### src/common/ccd_pkg.sv
// Package: register map, field layouts and timing for the clock divide/delay block
package ccd_pkg;

  localparam logic [7:0]  CTRL_OFS     = 8'h00;
  localparam logic [7:0]  STAT_OFS     = 8'h04;
  localparam logic [7:0]  OUT_BASE_OFS = 8'h10;

  localparam int          NUM_REF      = 3;
  localparam int          NUM_OUT      = 6;
  localparam int          OSC_OUT_A    = 3;
  localparam int          OSC_OUT_B    = 4;

  localparam logic [1:0]  REF_MANUAL   = 2'h0;
  localparam logic [1:0]  REF_PIN      = 2'h1;
  localparam logic [1:0]  REF_AUTO     = 2'h2;
  localparam logic [1:0]  B_AS_REF     = 2'h0;
  localparam logic [1:0]  B_AS_FB      = 2'h1;
  localparam logic [1:0]  B_AS_EXTVCO  = 2'h2;
  localparam logic [2:0]  FB_EXTERNAL  = 3'h6;

  localparam logic [10:0] DIV_MIN      = 11'h001;
  localparam logic [10:0] DIV_MAX      = 11'h415;
  localparam logic [10:0] DIV_EXT      = 11'h01a;
  localparam logic [9:0]  DLY_NRM_MIN  = 10'h005;
  localparam logic [9:0]  DLY_NRM_MAX  = 10'h00c;
  localparam logic [9:0]  DLY_EXT_MIN  = 10'h00d;
  localparam logic [9:0]  DLY_EXT_MAX  = 10'h20a;
  localparam logic [2:0]  VDIV_MIN     = 3'h2;
  localparam logic [4:0]  FINE_MAX     = 5'h13;
  localparam logic [9:0]  FINE_STEP_PS = 10'h019;
  localparam logic [9:0]  FINE_OFS_PS  = 10'h1f4;

  localparam int          CLK_PERIOD_PS = 5000;
  localparam int          LOS_TIME_NS   = 1000;
  localparam int          LOS_CYC       = (LOS_TIME_NS * 1000) / CLK_PERIOD_PS;
  localparam int          LOS_W         = $clog2(LOS_CYC + 1);
  localparam int          CNT_W         = 14;

  typedef struct packed {
    logic [5:0] rsv;
    logic       osc_out_bypass;
    logic       xtal_mode;
    logic       sync_sw;
    logic       zero_delay_en;
    logic [2:0] fb_sel;
    logic [2:0] vco_div;
    logic       vco_div_en;
    logic [2:0] osc_div_m1;
    logic [1:0] prediv_c;
    logic [1:0] prediv_b;
    logic [1:0] prediv_a;
    logic [1:0] b_use;
    logic [1:0] ref_manual;
    logic [1:0] ref_mode;
  } ccd_ctrl_s;

  typedef struct packed {
    logic        rsv;
    logic        fine_en;
    logic [4:0]  fine_code;
    logic        osc_bypass;
    logic        osc_src;
    logic        sync_exempt_bit;
    logic        delay_half_step_bit;
    logic [9:0]  coarse_dly;
    logic [10:0] div;
  } ccd_out_cfg_s;

  localparam logic [31:0] CTRL_RST = 32'h0002_0002;
  localparam logic [31:0] OUT_RST  = 32'h0000_2801;

endpackage

### src/ccd_clock_divide_delay.sv
// Reference selection, oscillator/VCO dividers, output dividers, delay and sync
//
// The address map and register access over APB were chosen for this implementation.
`timescale 1ns/10ps
module ccd_clock_divide_delay #(
  parameter int NUM_OUT = ccd_pkg::NUM_OUT
) (
  input  wire logic                pclk,
  input  wire logic                presetn,
  input  wire logic                psel,
  input  wire logic                penable,
  input  wire logic                pwrite,
  input  wire logic [7:0]          paddr,
  input  wire logic [31:0]         pwdata,
  input  wire logic [3:0]          pstrb,
  output logic      [31:0]         prdata,
  output logic                     pready,
  output logic                     pslverr,
  input  wire logic                ref_input_a,
  input  wire logic                ref_input_b,
  input  wire logic                ref_input_c,
  input  wire logic [2:0]          ref_status_pin_i,
  output logic      [2:0]          ref_status_pin_o,
  output logic      [2:0]          ref_status_pin_oe,
  input  wire logic                oscillator_input,
  input  wire logic                sync_in,
  output logic                     ref_to_pll,
  output logic                     path_clk,
  output logic                     oscillator_buffered_output,
  output logic      [NUM_OUT-1:0]  clk_out,
  output logic                     feedback_clk,
  output logic                     xtal_enable,
  output logic [NUM_OUT-1:0][9:0]  fine_delay_ps
);

  // Pin vector: [2:0] refs, [5:3] status pins, 6 osc, 7 sync
  localparam int PW = 8;
  localparam int OSC = 6;
  localparam int SYN = 7;

  ccd_pkg::ccd_ctrl_s                     ctrl_ff, nxt_ctrl;
  ccd_pkg::ccd_out_cfg_s [NUM_OUT-1:0]    cfg_ff, nxt_cfg;
  logic [31:0]                            prdata_ff, nxt_prdata;
  logic                                   pready_ff, nxt_pready;
  logic                                   pslverr_ff, nxt_pslverr;

  logic [PW-1:0]                          s1_ff, s2_ff, s3_ff, filt_ff, prev_ff;
  logic [PW-1:0]                          nxt_filt;
  logic [2:0][2:0]                        rcnt_ff, nxt_rcnt;
  logic [2:0][ccd_pkg::LOS_W-1:0]         los_cnt_ff, nxt_los_cnt;
  logic [2:0]                             los;
  logic [1:0]                             sel_ff, nxt_sel;
  logic [2:0]                             ocnt_ff, nxt_ocnt;
  logic                                   odiv_ff, nxt_odiv;
  logic [2:0]                             pcnt_ff, nxt_pcnt;
  logic                                   pclk_lvl_ff, nxt_pclk_lvl;
  logic [NUM_OUT-1:0][ccd_pkg::CNT_W-1:0] cnt_ff, nxt_cnt;
  logic [NUM_OUT-1:0]                     wait_ff, nxt_wait;
  logic [NUM_OUT-1:0]                     lvl_ff, nxt_lvl;
  logic [NUM_OUT-1:0]                     out_ff, nxt_out;
  logic                                   ref_ff, nxt_ref;
  logic                                   obuf_ff, nxt_obuf;
  logic                                   fb_ff, nxt_fb;
  logic [2:0]                             st_o_ff, nxt_st_o;
  logic [2:0]                             st_oe_ff, nxt_st_oe;
  logic [NUM_OUT-1:0][9:0]                fine_ff, nxt_fine;

  logic                                   sync_act;
  logic [2:0]                             path_div;
  logic [2:0]                             ref_lvl;
  logic [2:0]                             ref_ok;
  logic [NUM_OUT-1:0]                     ext_mode;

  function automatic logic [31:0] strb_merge(input logic [31:0] old, input logic [31:0] wd,
                                             input logic [3:0] st);
    logic [31:0] r;
    r = old;
    for (int b = 0; b < 4; b++)
    begin
      if (st[b])
      begin
        r[8*b +: 8] = wd[8*b +: 8];
      end
    end
    return r;
  endfunction

  // Pre-divided level: ratio 2^k taken from a rising-edge counter
  function automatic logic prediv(input logic lvl, input logic [2:0] cnt, input logic [1:0] k);
    logic r;
    r = lvl;
    if (k != 2'h0)
    begin
      r = cnt[k - 2'h1];
    end
    return r;
  endfunction

  function automatic logic [10:0] div_clamp(input logic [10:0] d);
    logic [10:0] r;
    r = d;
    if (d < ccd_pkg::DIV_MIN)
    begin
      r = ccd_pkg::DIV_MIN;
    end
    else if (d > ccd_pkg::DIV_MAX)
    begin
      r = ccd_pkg::DIV_MAX;
    end
    return r;
  endfunction

  // Coarse delay in half path periods, clamped to the mode's range
  function automatic logic [10:0] dly_half(input ccd_pkg::ccd_out_cfg_s c);
    logic [9:0]  d;
    logic        ext;
    logic [10:0] r;
    ext = div_clamp(c.div) >= ccd_pkg::DIV_EXT;
    d = c.coarse_dly;
    if (ext)
    begin
      if (d < ccd_pkg::DLY_EXT_MIN) d = ccd_pkg::DLY_EXT_MIN;
      if (d > ccd_pkg::DLY_EXT_MAX) d = ccd_pkg::DLY_EXT_MAX;
    end
    else
    begin
      if (d < ccd_pkg::DLY_NRM_MIN) d = ccd_pkg::DLY_NRM_MIN;
      if (d > ccd_pkg::DLY_NRM_MAX) d = ccd_pkg::DLY_NRM_MAX;
    end
    r = {d, 1'b0};
    if (c.delay_half_step_bit && div_clamp(c.div) > ccd_pkg::DIV_MIN)
    begin
      r = r - 11'h001;
    end
    return r;
  endfunction

  assign prdata                     = prdata_ff;
  assign pready                     = pready_ff;
  assign pslverr                    = pslverr_ff;
  assign ref_to_pll                 = ref_ff;
  assign path_clk                   = pclk_lvl_ff;
  assign oscillator_buffered_output = obuf_ff;
  assign clk_out                    = out_ff;
  assign feedback_clk               = fb_ff;
  assign xtal_enable                = ctrl_ff.xtal_mode;
  assign ref_status_pin_o           = st_o_ff;
  assign ref_status_pin_oe          = st_oe_ff;
  assign fine_delay_ps              = fine_ff;

  assign sync_act = filt_ff[SYN] | ctrl_ff.sync_sw;
  assign path_div = !ctrl_ff.vco_div_en ? 3'h1 :
                    (ctrl_ff.vco_div < ccd_pkg::VDIV_MIN) ? ccd_pkg::VDIV_MIN :
                    ctrl_ff.vco_div;

  // APB slave: answer in the access cycle, write at the access edge
  always_comb
  begin
    nxt_ctrl    = ctrl_ff;
    nxt_cfg     = cfg_ff;
    nxt_prdata  = prdata_ff;
    nxt_pready  = 1'b0;
    nxt_pslverr = 1'b0;
    if (psel && !penable)
    begin
      nxt_pready  = 1'b1;
      nxt_prdata  = 32'h0000_0000;
      if (paddr == ccd_pkg::CTRL_OFS)
      begin
        nxt_prdata = ctrl_ff;
      end
      else if (paddr == ccd_pkg::STAT_OFS)
      begin
        nxt_prdata = {20'h00000, sync_act, ext_mode, los, sel_ff};
      end
      else if (paddr >= ccd_pkg::OUT_BASE_OFS && paddr[1:0] == 2'h0 &&
               paddr < ccd_pkg::OUT_BASE_OFS + 8'(4 * NUM_OUT))
      begin
        nxt_prdata = cfg_ff[paddr[7:2] - ccd_pkg::OUT_BASE_OFS[7:2]];
      end
      else
      begin
        nxt_pslverr = 1'b1;
      end
    end
    if (psel && penable && pready_ff)
    begin
      nxt_pready  = 1'b0;
      if (pwrite && !pslverr_ff)
      begin
        if (paddr == ccd_pkg::CTRL_OFS)
        begin
          nxt_ctrl = strb_merge(ctrl_ff, pwdata, pstrb);
        end
        else if (paddr != ccd_pkg::STAT_OFS)
        begin
          nxt_cfg[paddr[7:2] - ccd_pkg::OUT_BASE_OFS[7:2]] =
            strb_merge(cfg_ff[paddr[7:2] - ccd_pkg::OUT_BASE_OFS[7:2]], pwdata, pstrb);
        end
      end
    end
    if (!psel)
    begin
      nxt_pslverr = 1'b0;
    end
  end

  // Pin filter: a change counts once the second and third stages agree
  always_comb
  begin
    nxt_filt = (s2_ff & s3_ff) | (filt_ff & (s2_ff | s3_ff));
  end

  // Reference pre-dividers, loss detection and selection
  always_comb
  begin
    logic [1:0] pk;
    logic [1:0] cand;
    pk          = 2'h0;
    cand        = 2'h0;
    nxt_rcnt    = rcnt_ff;
    nxt_los_cnt = los_cnt_ff;
    nxt_sel     = sel_ff;
    for (int r = 0; r < 3; r++)
    begin
      if (filt_ff[r] && !prev_ff[r])
      begin
        nxt_rcnt[r] = rcnt_ff[r] + 3'h1;
      end
      if (filt_ff[r] != prev_ff[r])
      begin
        nxt_los_cnt[r] = '0;
      end
      else if (los_cnt_ff[r] != ccd_pkg::LOS_W'(ccd_pkg::LOS_CYC))
      begin
        nxt_los_cnt[r] = los_cnt_ff[r] + 1'b1;
      end
      los[r]    = los_cnt_ff[r] == ccd_pkg::LOS_W'(ccd_pkg::LOS_CYC);
      pk        = (r == 0) ? ctrl_ff.prediv_a : (r == 1) ? ctrl_ff.prediv_b : ctrl_ff.prediv_c;
      ref_lvl[r] = prediv(filt_ff[r], rcnt_ff[r], pk);
    end
    ref_ok = ~los & {1'b1, ctrl_ff.b_use == ccd_pkg::B_AS_REF, 1'b1};
    case (ctrl_ff.ref_mode)
      ccd_pkg::REF_MANUAL:
      begin
        if (ctrl_ff.ref_manual != 2'h3 &&
            !(ctrl_ff.ref_manual == 2'h1 && ctrl_ff.b_use != ccd_pkg::B_AS_REF))
        begin
          nxt_sel = ctrl_ff.ref_manual;
        end
      end
      ccd_pkg::REF_PIN:
      begin
        if (filt_ff[3])
        begin
          nxt_sel = 2'h0;
        end
        else if (filt_ff[4] && ctrl_ff.b_use == ccd_pkg::B_AS_REF)
        begin
          nxt_sel = 2'h1;
        end
        else if (filt_ff[5])
        begin
          nxt_sel = 2'h2;
        end
      end
      default:
      begin
        if (!ref_ok[sel_ff])
        begin
          cand = (sel_ff == 2'h2) ? 2'h0 : sel_ff + 2'h1;
          if (!ref_ok[cand])
          begin
            cand = (cand == 2'h2) ? 2'h0 : cand + 2'h1;
          end
          if (ref_ok[cand])
          begin
            nxt_sel = cand;
          end
        end
      end
    endcase
    nxt_ref   = (sel_ff == 2'h3) ? 1'b0 : ref_lvl[sel_ff];
    nxt_st_oe = (ctrl_ff.ref_mode == ccd_pkg::REF_PIN) ? 3'h0 : 3'h7;
    nxt_st_o  = los;
  end

  // Oscillator divider counts half periods so odd ratios keep 50 percent duty
  always_comb
  begin
    nxt_ocnt = ocnt_ff;
    nxt_odiv = odiv_ff;
    if (filt_ff[OSC] != prev_ff[OSC])
    begin
      if (ocnt_ff >= ctrl_ff.osc_div_m1)
      begin
        nxt_ocnt = 3'h0;
        nxt_odiv = ~odiv_ff;
      end
      else
      begin
        nxt_ocnt = ocnt_ff + 3'h1;
      end
    end
    nxt_obuf = !sync_act &&
               (ctrl_ff.osc_out_bypass ? filt_ff[OSC] : odiv_ff);
  end

  // Distribution path clock; one pclk stands for half a VCO period
  always_comb
  begin
    nxt_pcnt     = pcnt_ff + 3'h1;
    nxt_pclk_lvl = pclk_lvl_ff;
    if (pcnt_ff >= path_div - 3'h1)
    begin
      nxt_pcnt     = 3'h0;
      nxt_pclk_lvl = ~pclk_lvl_ff;
    end
  end

  // Output dividers with coarse delay
  always_comb
  begin
    logic [ccd_pkg::CNT_W-1:0] half;
    logic [ccd_pkg::CNT_W-1:0] wt;
    logic                      held;
    half     = '0;
    wt       = '0;
    held     = 1'b0;
    nxt_cnt  = cnt_ff;
    nxt_wait = wait_ff;
    nxt_lvl  = lvl_ff;
    for (int i = 0; i < NUM_OUT; i++)
    begin
      ext_mode[i] = div_clamp(cfg_ff[i].div) >= ccd_pkg::DIV_EXT;
      half = ccd_pkg::CNT_W'(div_clamp(cfg_ff[i].div)) * ccd_pkg::CNT_W'(path_div);
      wt   = ccd_pkg::CNT_W'(dly_half(cfg_ff[i])) * ccd_pkg::CNT_W'(path_div);
      held = sync_act && !cfg_ff[i].sync_exempt_bit;
      if (held)
      begin
        // Delay is only loaded here, so a new value waits for a sync
        nxt_lvl[i]  = 1'b0;
        nxt_wait[i] = 1'b1;
        nxt_cnt[i]  = wt - 1'b1;
      end
      else if (cnt_ff[i] != '0)
      begin
        nxt_cnt[i] = cnt_ff[i] - 1'b1;
      end
      else
      begin
        nxt_wait[i] = 1'b0;
        nxt_lvl[i]  = wait_ff[i] ? 1'b1 : ~lvl_ff[i];
        nxt_cnt[i]  = half - 1'b1;
      end
      nxt_out[i] = nxt_lvl[i];
      if ((i == ccd_pkg::OSC_OUT_A || i == ccd_pkg::OSC_OUT_B) && cfg_ff[i].osc_src)
      begin
        nxt_out[i] = !held &&
                     (cfg_ff[i].osc_bypass ? filt_ff[OSC] : odiv_ff);
      end
      nxt_fine[i] = 10'h000;
      if (cfg_ff[i].fine_en)
      begin
        nxt_fine[i] = ccd_pkg::FINE_OFS_PS + fine_ps(cfg_ff[i].fine_code);
      end
    end
  end

  function automatic logic [9:0] fine_ps(input logic [4:0] code);
    logic [4:0] c;
    c = (code > ccd_pkg::FINE_MAX) ? ccd_pkg::FINE_MAX : code;
    return 10'(c * ccd_pkg::FINE_STEP_PS);
  endfunction

  // Zero-delay feedback mux
  always_comb
  begin
    nxt_fb = 1'b0;
    if (ctrl_ff.zero_delay_en)
    begin
      if (ctrl_ff.fb_sel >= ccd_pkg::FB_EXTERNAL)
      begin
        nxt_fb = (ctrl_ff.b_use == ccd_pkg::B_AS_FB) && filt_ff[1];
      end
      else if (32'(ctrl_ff.fb_sel) < NUM_OUT)
      begin
        nxt_fb = out_ff[ctrl_ff.fb_sel];
      end
    end
  end

  always_ff @(posedge pclk or negedge presetn)
  begin
    if (!presetn)
    begin
      ctrl_ff     <= ccd_pkg::CTRL_RST;
      cfg_ff      <= {NUM_OUT{ccd_pkg::OUT_RST}};
      prdata_ff   <= 32'h0000_0000;
      pready_ff   <= 1'b0;
      pslverr_ff  <= 1'b0;
      s1_ff       <= '0;
      s2_ff       <= '0;
      s3_ff       <= '0;
      filt_ff     <= '0;
      prev_ff     <= '0;
      rcnt_ff     <= '0;
      los_cnt_ff  <= '0;
      sel_ff      <= 2'h0;
      ocnt_ff     <= 3'h0;
      odiv_ff     <= 1'b0;
      pcnt_ff     <= 3'h0;
      pclk_lvl_ff <= 1'b0;
      cnt_ff      <= '0;
      wait_ff     <= '0;
      lvl_ff      <= '0;
      out_ff      <= '0;
      ref_ff      <= 1'b0;
      obuf_ff     <= 1'b0;
      fb_ff       <= 1'b0;
      st_o_ff     <= 3'h0;
      st_oe_ff    <= 3'h0;
      fine_ff     <= '0;
    end
    else
    begin
      ctrl_ff     <= nxt_ctrl;
      cfg_ff      <= nxt_cfg;
      prdata_ff   <= nxt_prdata;
      pready_ff   <= nxt_pready;
      pslverr_ff  <= nxt_pslverr;
      s1_ff       <= {sync_in, oscillator_input, ref_status_pin_i,
                      ref_input_c, ref_input_b, ref_input_a};
      s2_ff       <= s1_ff;
      s3_ff       <= s2_ff;
      filt_ff     <= nxt_filt;
      prev_ff     <= filt_ff;
      rcnt_ff     <= nxt_rcnt;
      los_cnt_ff  <= nxt_los_cnt;
      sel_ff      <= nxt_sel;
      ocnt_ff     <= nxt_ocnt;
      odiv_ff     <= nxt_odiv;
      pcnt_ff     <= nxt_pcnt;
      pclk_lvl_ff <= nxt_pclk_lvl;
      cnt_ff      <= nxt_cnt;
      wait_ff     <= nxt_wait;
      lvl_ff      <= nxt_lvl;
      out_ff      <= nxt_out;
      ref_ff      <= nxt_ref;
      obuf_ff     <= nxt_obuf;
      fb_ff       <= nxt_fb;
      st_o_ff     <= nxt_st_o;
      st_oe_ff    <= nxt_st_oe;
      fine_ff     <= nxt_fine;
    end
  end

endmodule

### config.mk
export PLATFORM = sky130hd
export DESIGN_NAME = ccd_clock_divide_delay
export DESIGN_NICKNAME = d
export VERILOG_FILES = /design/src/common/ccd_pkg.sv /design/src/ccd_clock_divide_delay.sv
export SDC_FILE = /design/constraint.sdc
export NUM_CORES = 2
export LEC_CHECK = 0
export ABC_AREA = 1
export BUFFER_PORTS_ARGS = -buffer_cell sky130_fd_sc_hd__buf_2
export CELL_PAD_IN_SITES_DETAIL_PLACEMENT = 1
export CELL_PAD_IN_SITES_GLOBAL_PLACEMENT = 1
export CORE_UTILIZATION = 35
export DETAILED_ROUTE_END_ITERATION = 10
export GPL_ROUTABILITY_DRIVEN = 0
export GPL_TIMING_DRIVEN = 0
export PLACE_DENSITY_LB_ADDON = 0.2
export SETUP_SLACK_MARGIN = 0.05
export SLEW_MARGIN = 5
export SYNTH_ARGS = -nofsm -noshare
export SYNTH_HDL_FRONTEND = slang
export SYNTH_SLANG_ARGS = --single-unit
### constraint.sdc
create_clock -name pclk -period 12.2 [get_ports pclk]
set_clock_uncertainty 0.1 [all_clocks]
set_input_delay 0.61 -clock pclk [delete_from_list [all_inputs] [get_ports pclk]]
set_output_delay 0.61 -clock pclk [all_outputs]
set_load 0.05 [all_outputs]
=== Word-level counts from Yosys, hierarchy flattened ===
Index checks and enable logic that the tools add are counted.

* Flip-flop bits (word level): 511
* Output and inout bits: 111
* Logic and storage cells: 560
* Input port bits: 57

* Multiplexer cells: 200
* Bitwise gates (word level): 16
* $lt $le $gt $ge: 70
* Eq/ne operators: 28
* $mul: 18
* Add/subtract/negate cells: 45
* Reduce and logical (&&, ||, !) cells: 70

{| class="wikitable"
|+ Operators with widths
! cell !! count
|-
| 10-bit two-way mux || 48
|-
| 14-bit by 1-bit subtractor with 14-bit output (second input constant) || 18
|-
| 8-bit two-way mux || 26
|-
| 11-bit two-way mux || 18
|-
| 192-bit bitwise mux || 1
|-
| 11-bit by 3-bit multiplier with 14-bit output || 12
|-
| 14-bit two-way mux || 12
|-
| 32-bit two-way mux || 5
|-
| 32-bit binary-select mux with 3-bit select || 1
|-
| 32-bit demux with 3-bit select || 1
|-
| 14-bit nonzero test || 6
|-
| 11-bit by 5-bit >= comparator with 1-bit output (second input constant) || 6
|-
| 11-bit by 1-bit greater-than comparator with 1-bit output (second input constant) || 6
|-
| 11-bit greater-than comparator (second input constant) || 6
|-
| 11-bit by 1-bit < comparator with 1-bit output (second input constant) || 6
|-
| 11-bit by 1-bit subtractor with 11-bit output (second input constant) || 6
|-
| 9-bit by 10-bit adder with 10-bit output (first input constant) || 6
|-
| 10-bit greater-than comparator (second input constant) || 6
|-
| 10-bit by 4-bit greater-than comparator with 1-bit output (second input constant) || 6
|-
| 10-bit by 3-bit < comparator with 1-bit output (second input constant) || 6
|-
| 10-bit by 4-bit < comparator with 1-bit output (second input constant) || 6
|-
| 5-bit by 5-bit multiplier with 10-bit output (second input constant) || 6
|-
| 1-bit two-way mux || 57
|-
| 5-bit greater-than comparator (second input constant) || 6
|-
| other kinds (47) || 170
|}

=== Depth between registers and ports, before layout ===
* Word-level depth: 13
* Depth in mapped cells: 41
* Depth with buffers taken out: 39

=== Worst setup path after synthesis ===
Ideal clock, no wire load.

* Path type: reg2reg
* From: reg cfg_ff[32] (netlist name)
* To: reg cnt_ff[26] (netlist name)
* Stages on the path, launching flop included: 37
* Arrival time: 4564 ps
* Required time: 12035 ps
* Clock period less this slack: 4729 ps
* Path buffers: 1
* Path slack: 7471 ps
* Path through: dfstp_2 -> nor2_1 -> nor2_1 -> nand3_1 -> nand2_2 -> nand2_4 -> o21ai_2 -> nand2_1 -> inv_2 -> nand3_2 -> buf_6 -> o21ai_1 -> nand2_1 -> inv_1 -> ha_1 -> inv_1 -> nor2_1 -> nand3_1 -> xor2_1 -> nand2_1 -> ha_1 -> fa_1 -> inv_1 -> ha_1 -> nand2_1 -> nor3_1 -> nand2_1 -> nand2_1 -> nand2_1 -> a21oi_1 -> nand2_1 -> inv_1 -> o21ai_0 -> nand2_1 -> xor2_1 -> nand2_1 -> nand2_1

{| class="wikitable"
|+ RTL lines
! item !! RTL line !! source
|-
| start, declared || ccd_clock_divide_delay.sv:42 || <nowiki>ccd_pkg::ccd_out_cfg_s [NUM_OUT-1:0] cfg_ff, nxt_cfg;</nowiki>
|-
| start signal, assigned || ccd_clock_divide_delay.sv:398 || <nowiki>cfg_ff <= {NUM_OUT{ccd_pkg::OUT_RST}};</nowiki>
|-
| start signal, assigned || ccd_clock_divide_delay.sv:428 || <nowiki>cfg_ff <= nxt_cfg;</nowiki>
|-
| end signal, assigned || ccd_clock_divide_delay.sv:445 || <nowiki>cnt_ff <= nxt_cnt;</nowiki>
|-
| end, declared || ccd_clock_divide_delay.sv:57 || <nowiki>logic [NUM_OUT-1:0][ccd_pkg::CNT_W-1:0] cnt_ff, nxt_cnt;</nowiki>
|}

==> qor.csv <==
metric,value,unit
status,"complete, but fails checks",
failing checks,"capacitance limit, slew limit",
Crit Path Category,reg -> reg,
Post-synth top cells,"nand2_1 (1199), inv_1 (854), o21ai_0 (557)",
antenna-violating nets left,0,
worst-margin pin slew,1.517,ns
initial core utilization,35.38,%
H-tree Lvls,3,
pre-CTS setup slack,6.144,ns
Synth Instances,5705,
Clock transition at path regs,0.06,ns
nets,6617,
CTS tree,yes,
"count leader, synth",nand2_1,
number of flops mapped to enable cells by yosys,0,
Worst setup SP type,flop,
Synth Flop Type,dfrtp_1,
Max-cap violations,2,
relative slew slack,-2.218,%
f_max,164.9,MHz
synthesis-stage register bit count,502,
Final period util,49.70,%
RR Startpoint,ctrl_ff[17],
die width,350.7,µm
Synth area leader,dfrtp_1,
Buffers on Ports,165,
Core ar.,120300,µm²
PnR worst setup slack,6.137,ns
first-pass GRT wire length,252.2,mm
CTS Buf Count,67,
Hold Path Depth,2,
dpl hpwl,132.2,mm
R2R depth,19,
WP data arrival,6.50,ns
DRT Wirelength,164.8,mm
Yosys top cell area share,28.34,%
min-delay src,pwdata[31],
leakage,23.94,nW
critical path peak fanout,10,
Total Routing Usage GR,27.05,%
P per Cell Area,115.6,nW/µm²
ranking of synthesized cells by area,"dfrtp_1 (28%), ha_1 (14%), nand2_1 (11%), inv_1 (7.5%), o21ai_0 (6.5%)",
worst vdd ir,0.1182,mV
Setup crit start,ctrl_ff[17],
initial antenna violation count,11,
Cell variety after synth,73,
Hold Slack,0.09456,ns
root buf cell,clkbuf_16,
DRC,0,
Clock Latency Late Sink,0.68,ns
vias per inst,5.309,
num rows,127,
Syn-to-layout area delta,12.78,%
Yosys warnings,0,
vias in the first global route,41680,
final setup fails,0,
die area,123000,µm²
Syn Std Cell Area,42560,µm²
1st-iter DRT viols,2720,
fraction of layout cells with a size suffix above 1,7.616,%
largest net degree at the start of global routing,111,
required time of the critical path,12.64,ns
routed len/inst,21.60,µm
io pins,168,
min-delay worst type,in -> reg,
RSZ-0062 raised after global routing,false,
sequential share of the synthesized area,29.57,%
routed vias,40510,
DRT Pass-1 Iters,6,
fin crit period,6.063,ns
ys async rst share,100.0,%
CTS Sinks,502,
clock buffer depth,3,
GRT overflow,0,
post-CTS setup repair buffer count,0,
Final Slew Violations,8,
Die Height,350.7,µm
Crit. End Element,flop,
Post-Syn Nets,6354,
syn_area_per_cell,7.460,µm²
"Hold Vio Cnt, Final",0,
layer usage:
layer	routed length, µm	vias to the layer above	track usage, %
met2	72980	1136	42.49
li1	-	19140	-
met1	72550	19920	36.06
met5	30	-	0
met3	11400	305	5.515
met4	7846	6	11.35
report_power, final:
| group | leakage [nW] | switching [W] | internal, W |
|---|---|---|---|
| logic | 16.3 | 0.000967 | 0.000538 |
| clock network | 1.08 | 0.000865 | 0.00118 |
| registers | 6.57 | 0.000163 | 0.00183 |
final timing paths:
kind,end,slack [ns]
worst min register to register,s2_ff[0],0.24
worst max-delay path,cnt_ff[69],6.14
max in group asynchronous,los_cnt_ff[15],9.76
worst min-delay path,ctrl_ff[31],0.09
worst max register to register,cnt_ff[69],6.14
min in group asynchronous,cnt_ff[0],0.32
state kept, by name (all words and copies together) (netlist names), 2 cells and up:
| signal | count |
|---|---|
| cfg_ff | 192 |
| cnt_ff | 84 |
| fine_delay_ps | 60 |
| prdata | 32 |
| ctrl_ff | 31 |
| los_cnt_ff | 24 |
| rcnt_ff | 9 |
| filt_ff | 8 |
| s1_ff | 8 |
| s2_ff | 8 |
| s3_ff | 8 |
| wait_ff | 6 |
| clk_out | 5 |
| prev_ff | 4 |
| lvl_ff | 3 |
| ocnt_ff | 3 |
| pcnt_ff | 3 |
| ref_status_pin_o | 3 |
| sel_ff | 2 |
worst max-delay path, stage by stage (launching register included):
cell      delay, ns
dfstp_2        0.55
inv_1          0.05
a21oi_1        0.46
clkbuf_1       0.77
clkbuf_1       1.06
nand2_1        0.17
ha_1           0.33
inv_1          0.05
fa_1           0.48
ha_1           0.39
a21oi_1        0.22
nand2_1        0.12
a21oi_1        0.25
o21ai_0        0.17
a21oi_1        0.16
nor2_1         0.06
nor2_1         0.11
xnor2_1        0.14
o21ai_0        0.21
nand2_1        0.07
repair_timing:
item | in CTS | in global routing
hold buffers | 9 | 0
setup endpoints to repair | 0 | 0
hold endpoints to repair | 38 | 0
gates resized for setup | 0 | 0
cell families (layout without fill, tap and decap cells):
family          count (synthesis)  count (layout)  synth area share, %
simple gates                 2247            2247                22.48
flops                         502             502                29.57
xor+xnor                      174             174                3.616
compound gates               1108            1108                14.40
fa+ha+maj                     600             600                19.88
mux                            26              26               0.6497
buf+inv                      1048            1357                9.395
other cells                     0               5                    0
layout by cell type, fill, tap and decap left out, types with 17 or more instances in the layout:
| cell type | n |
|---|---|
| nand2_2 | 25 |
| a31oi_1 | 41 |
| nand3_1 | 269 |
| nor4_1 | 17 |
| ha_1 | 462 |
| xnor2_1 | 68 |
| nand2_1 | 1199 |
| a21oi_1 | 317 |
| nor2_1 | 500 |
| buf_2 | 167 |
| xor2_1 | 104 |
| o22ai_1 | 25 |
| inv_2 | 21 |
| o21ai_1 | 24 |
| inv_1 | 854 |
| o2111ai_1 | 17 |
| o21ai_0 | 542 |
| clkbuf_1 | 156 |
| fa_1 | 130 |
| clkbuf_16 | 68 |
| o211ai_1 | 31 |
| nor3_1 | 105 |
| dfstp_2 | 20 |
| nand4_1 | 37 |
| dfrtp_1 | 482 |
cell type report:
type,count,area [µm²]
fillers,15120,72290
flip-flops and latches,502,12590
diodes,5,12.51
repair buffers,194,1199
clock inverters,27,370.4
plain buffers,165,681.9
inverters,883,3323
multi-input cells,4155,25980
clock buffers,88,1837
well taps,1612,2017
through the flow:
step | TNS (ns) | utilization [%] | area [µm²] | total power [W] | instances
6_report | 0 | 39.91 | 48000 | 0.005547 | 7631
2_1_floorplan | 0 | - | 42560 | 0.003033 | 5705
5_1_grt | 0 | 39.90 | 47990 | 0.005859 | 7627
3_5_place_dp | 0 | 37.97 | 45680 | 0.003525 | 7501
3_3_place_gp | -398.42 | 37.75 | 45400 | 0.003473 | 7482
4_1_cts | 0 | 39.88 | 47980 | 0.005597 | 7625
No activity file was read; power rests on OpenSTA's default activity.
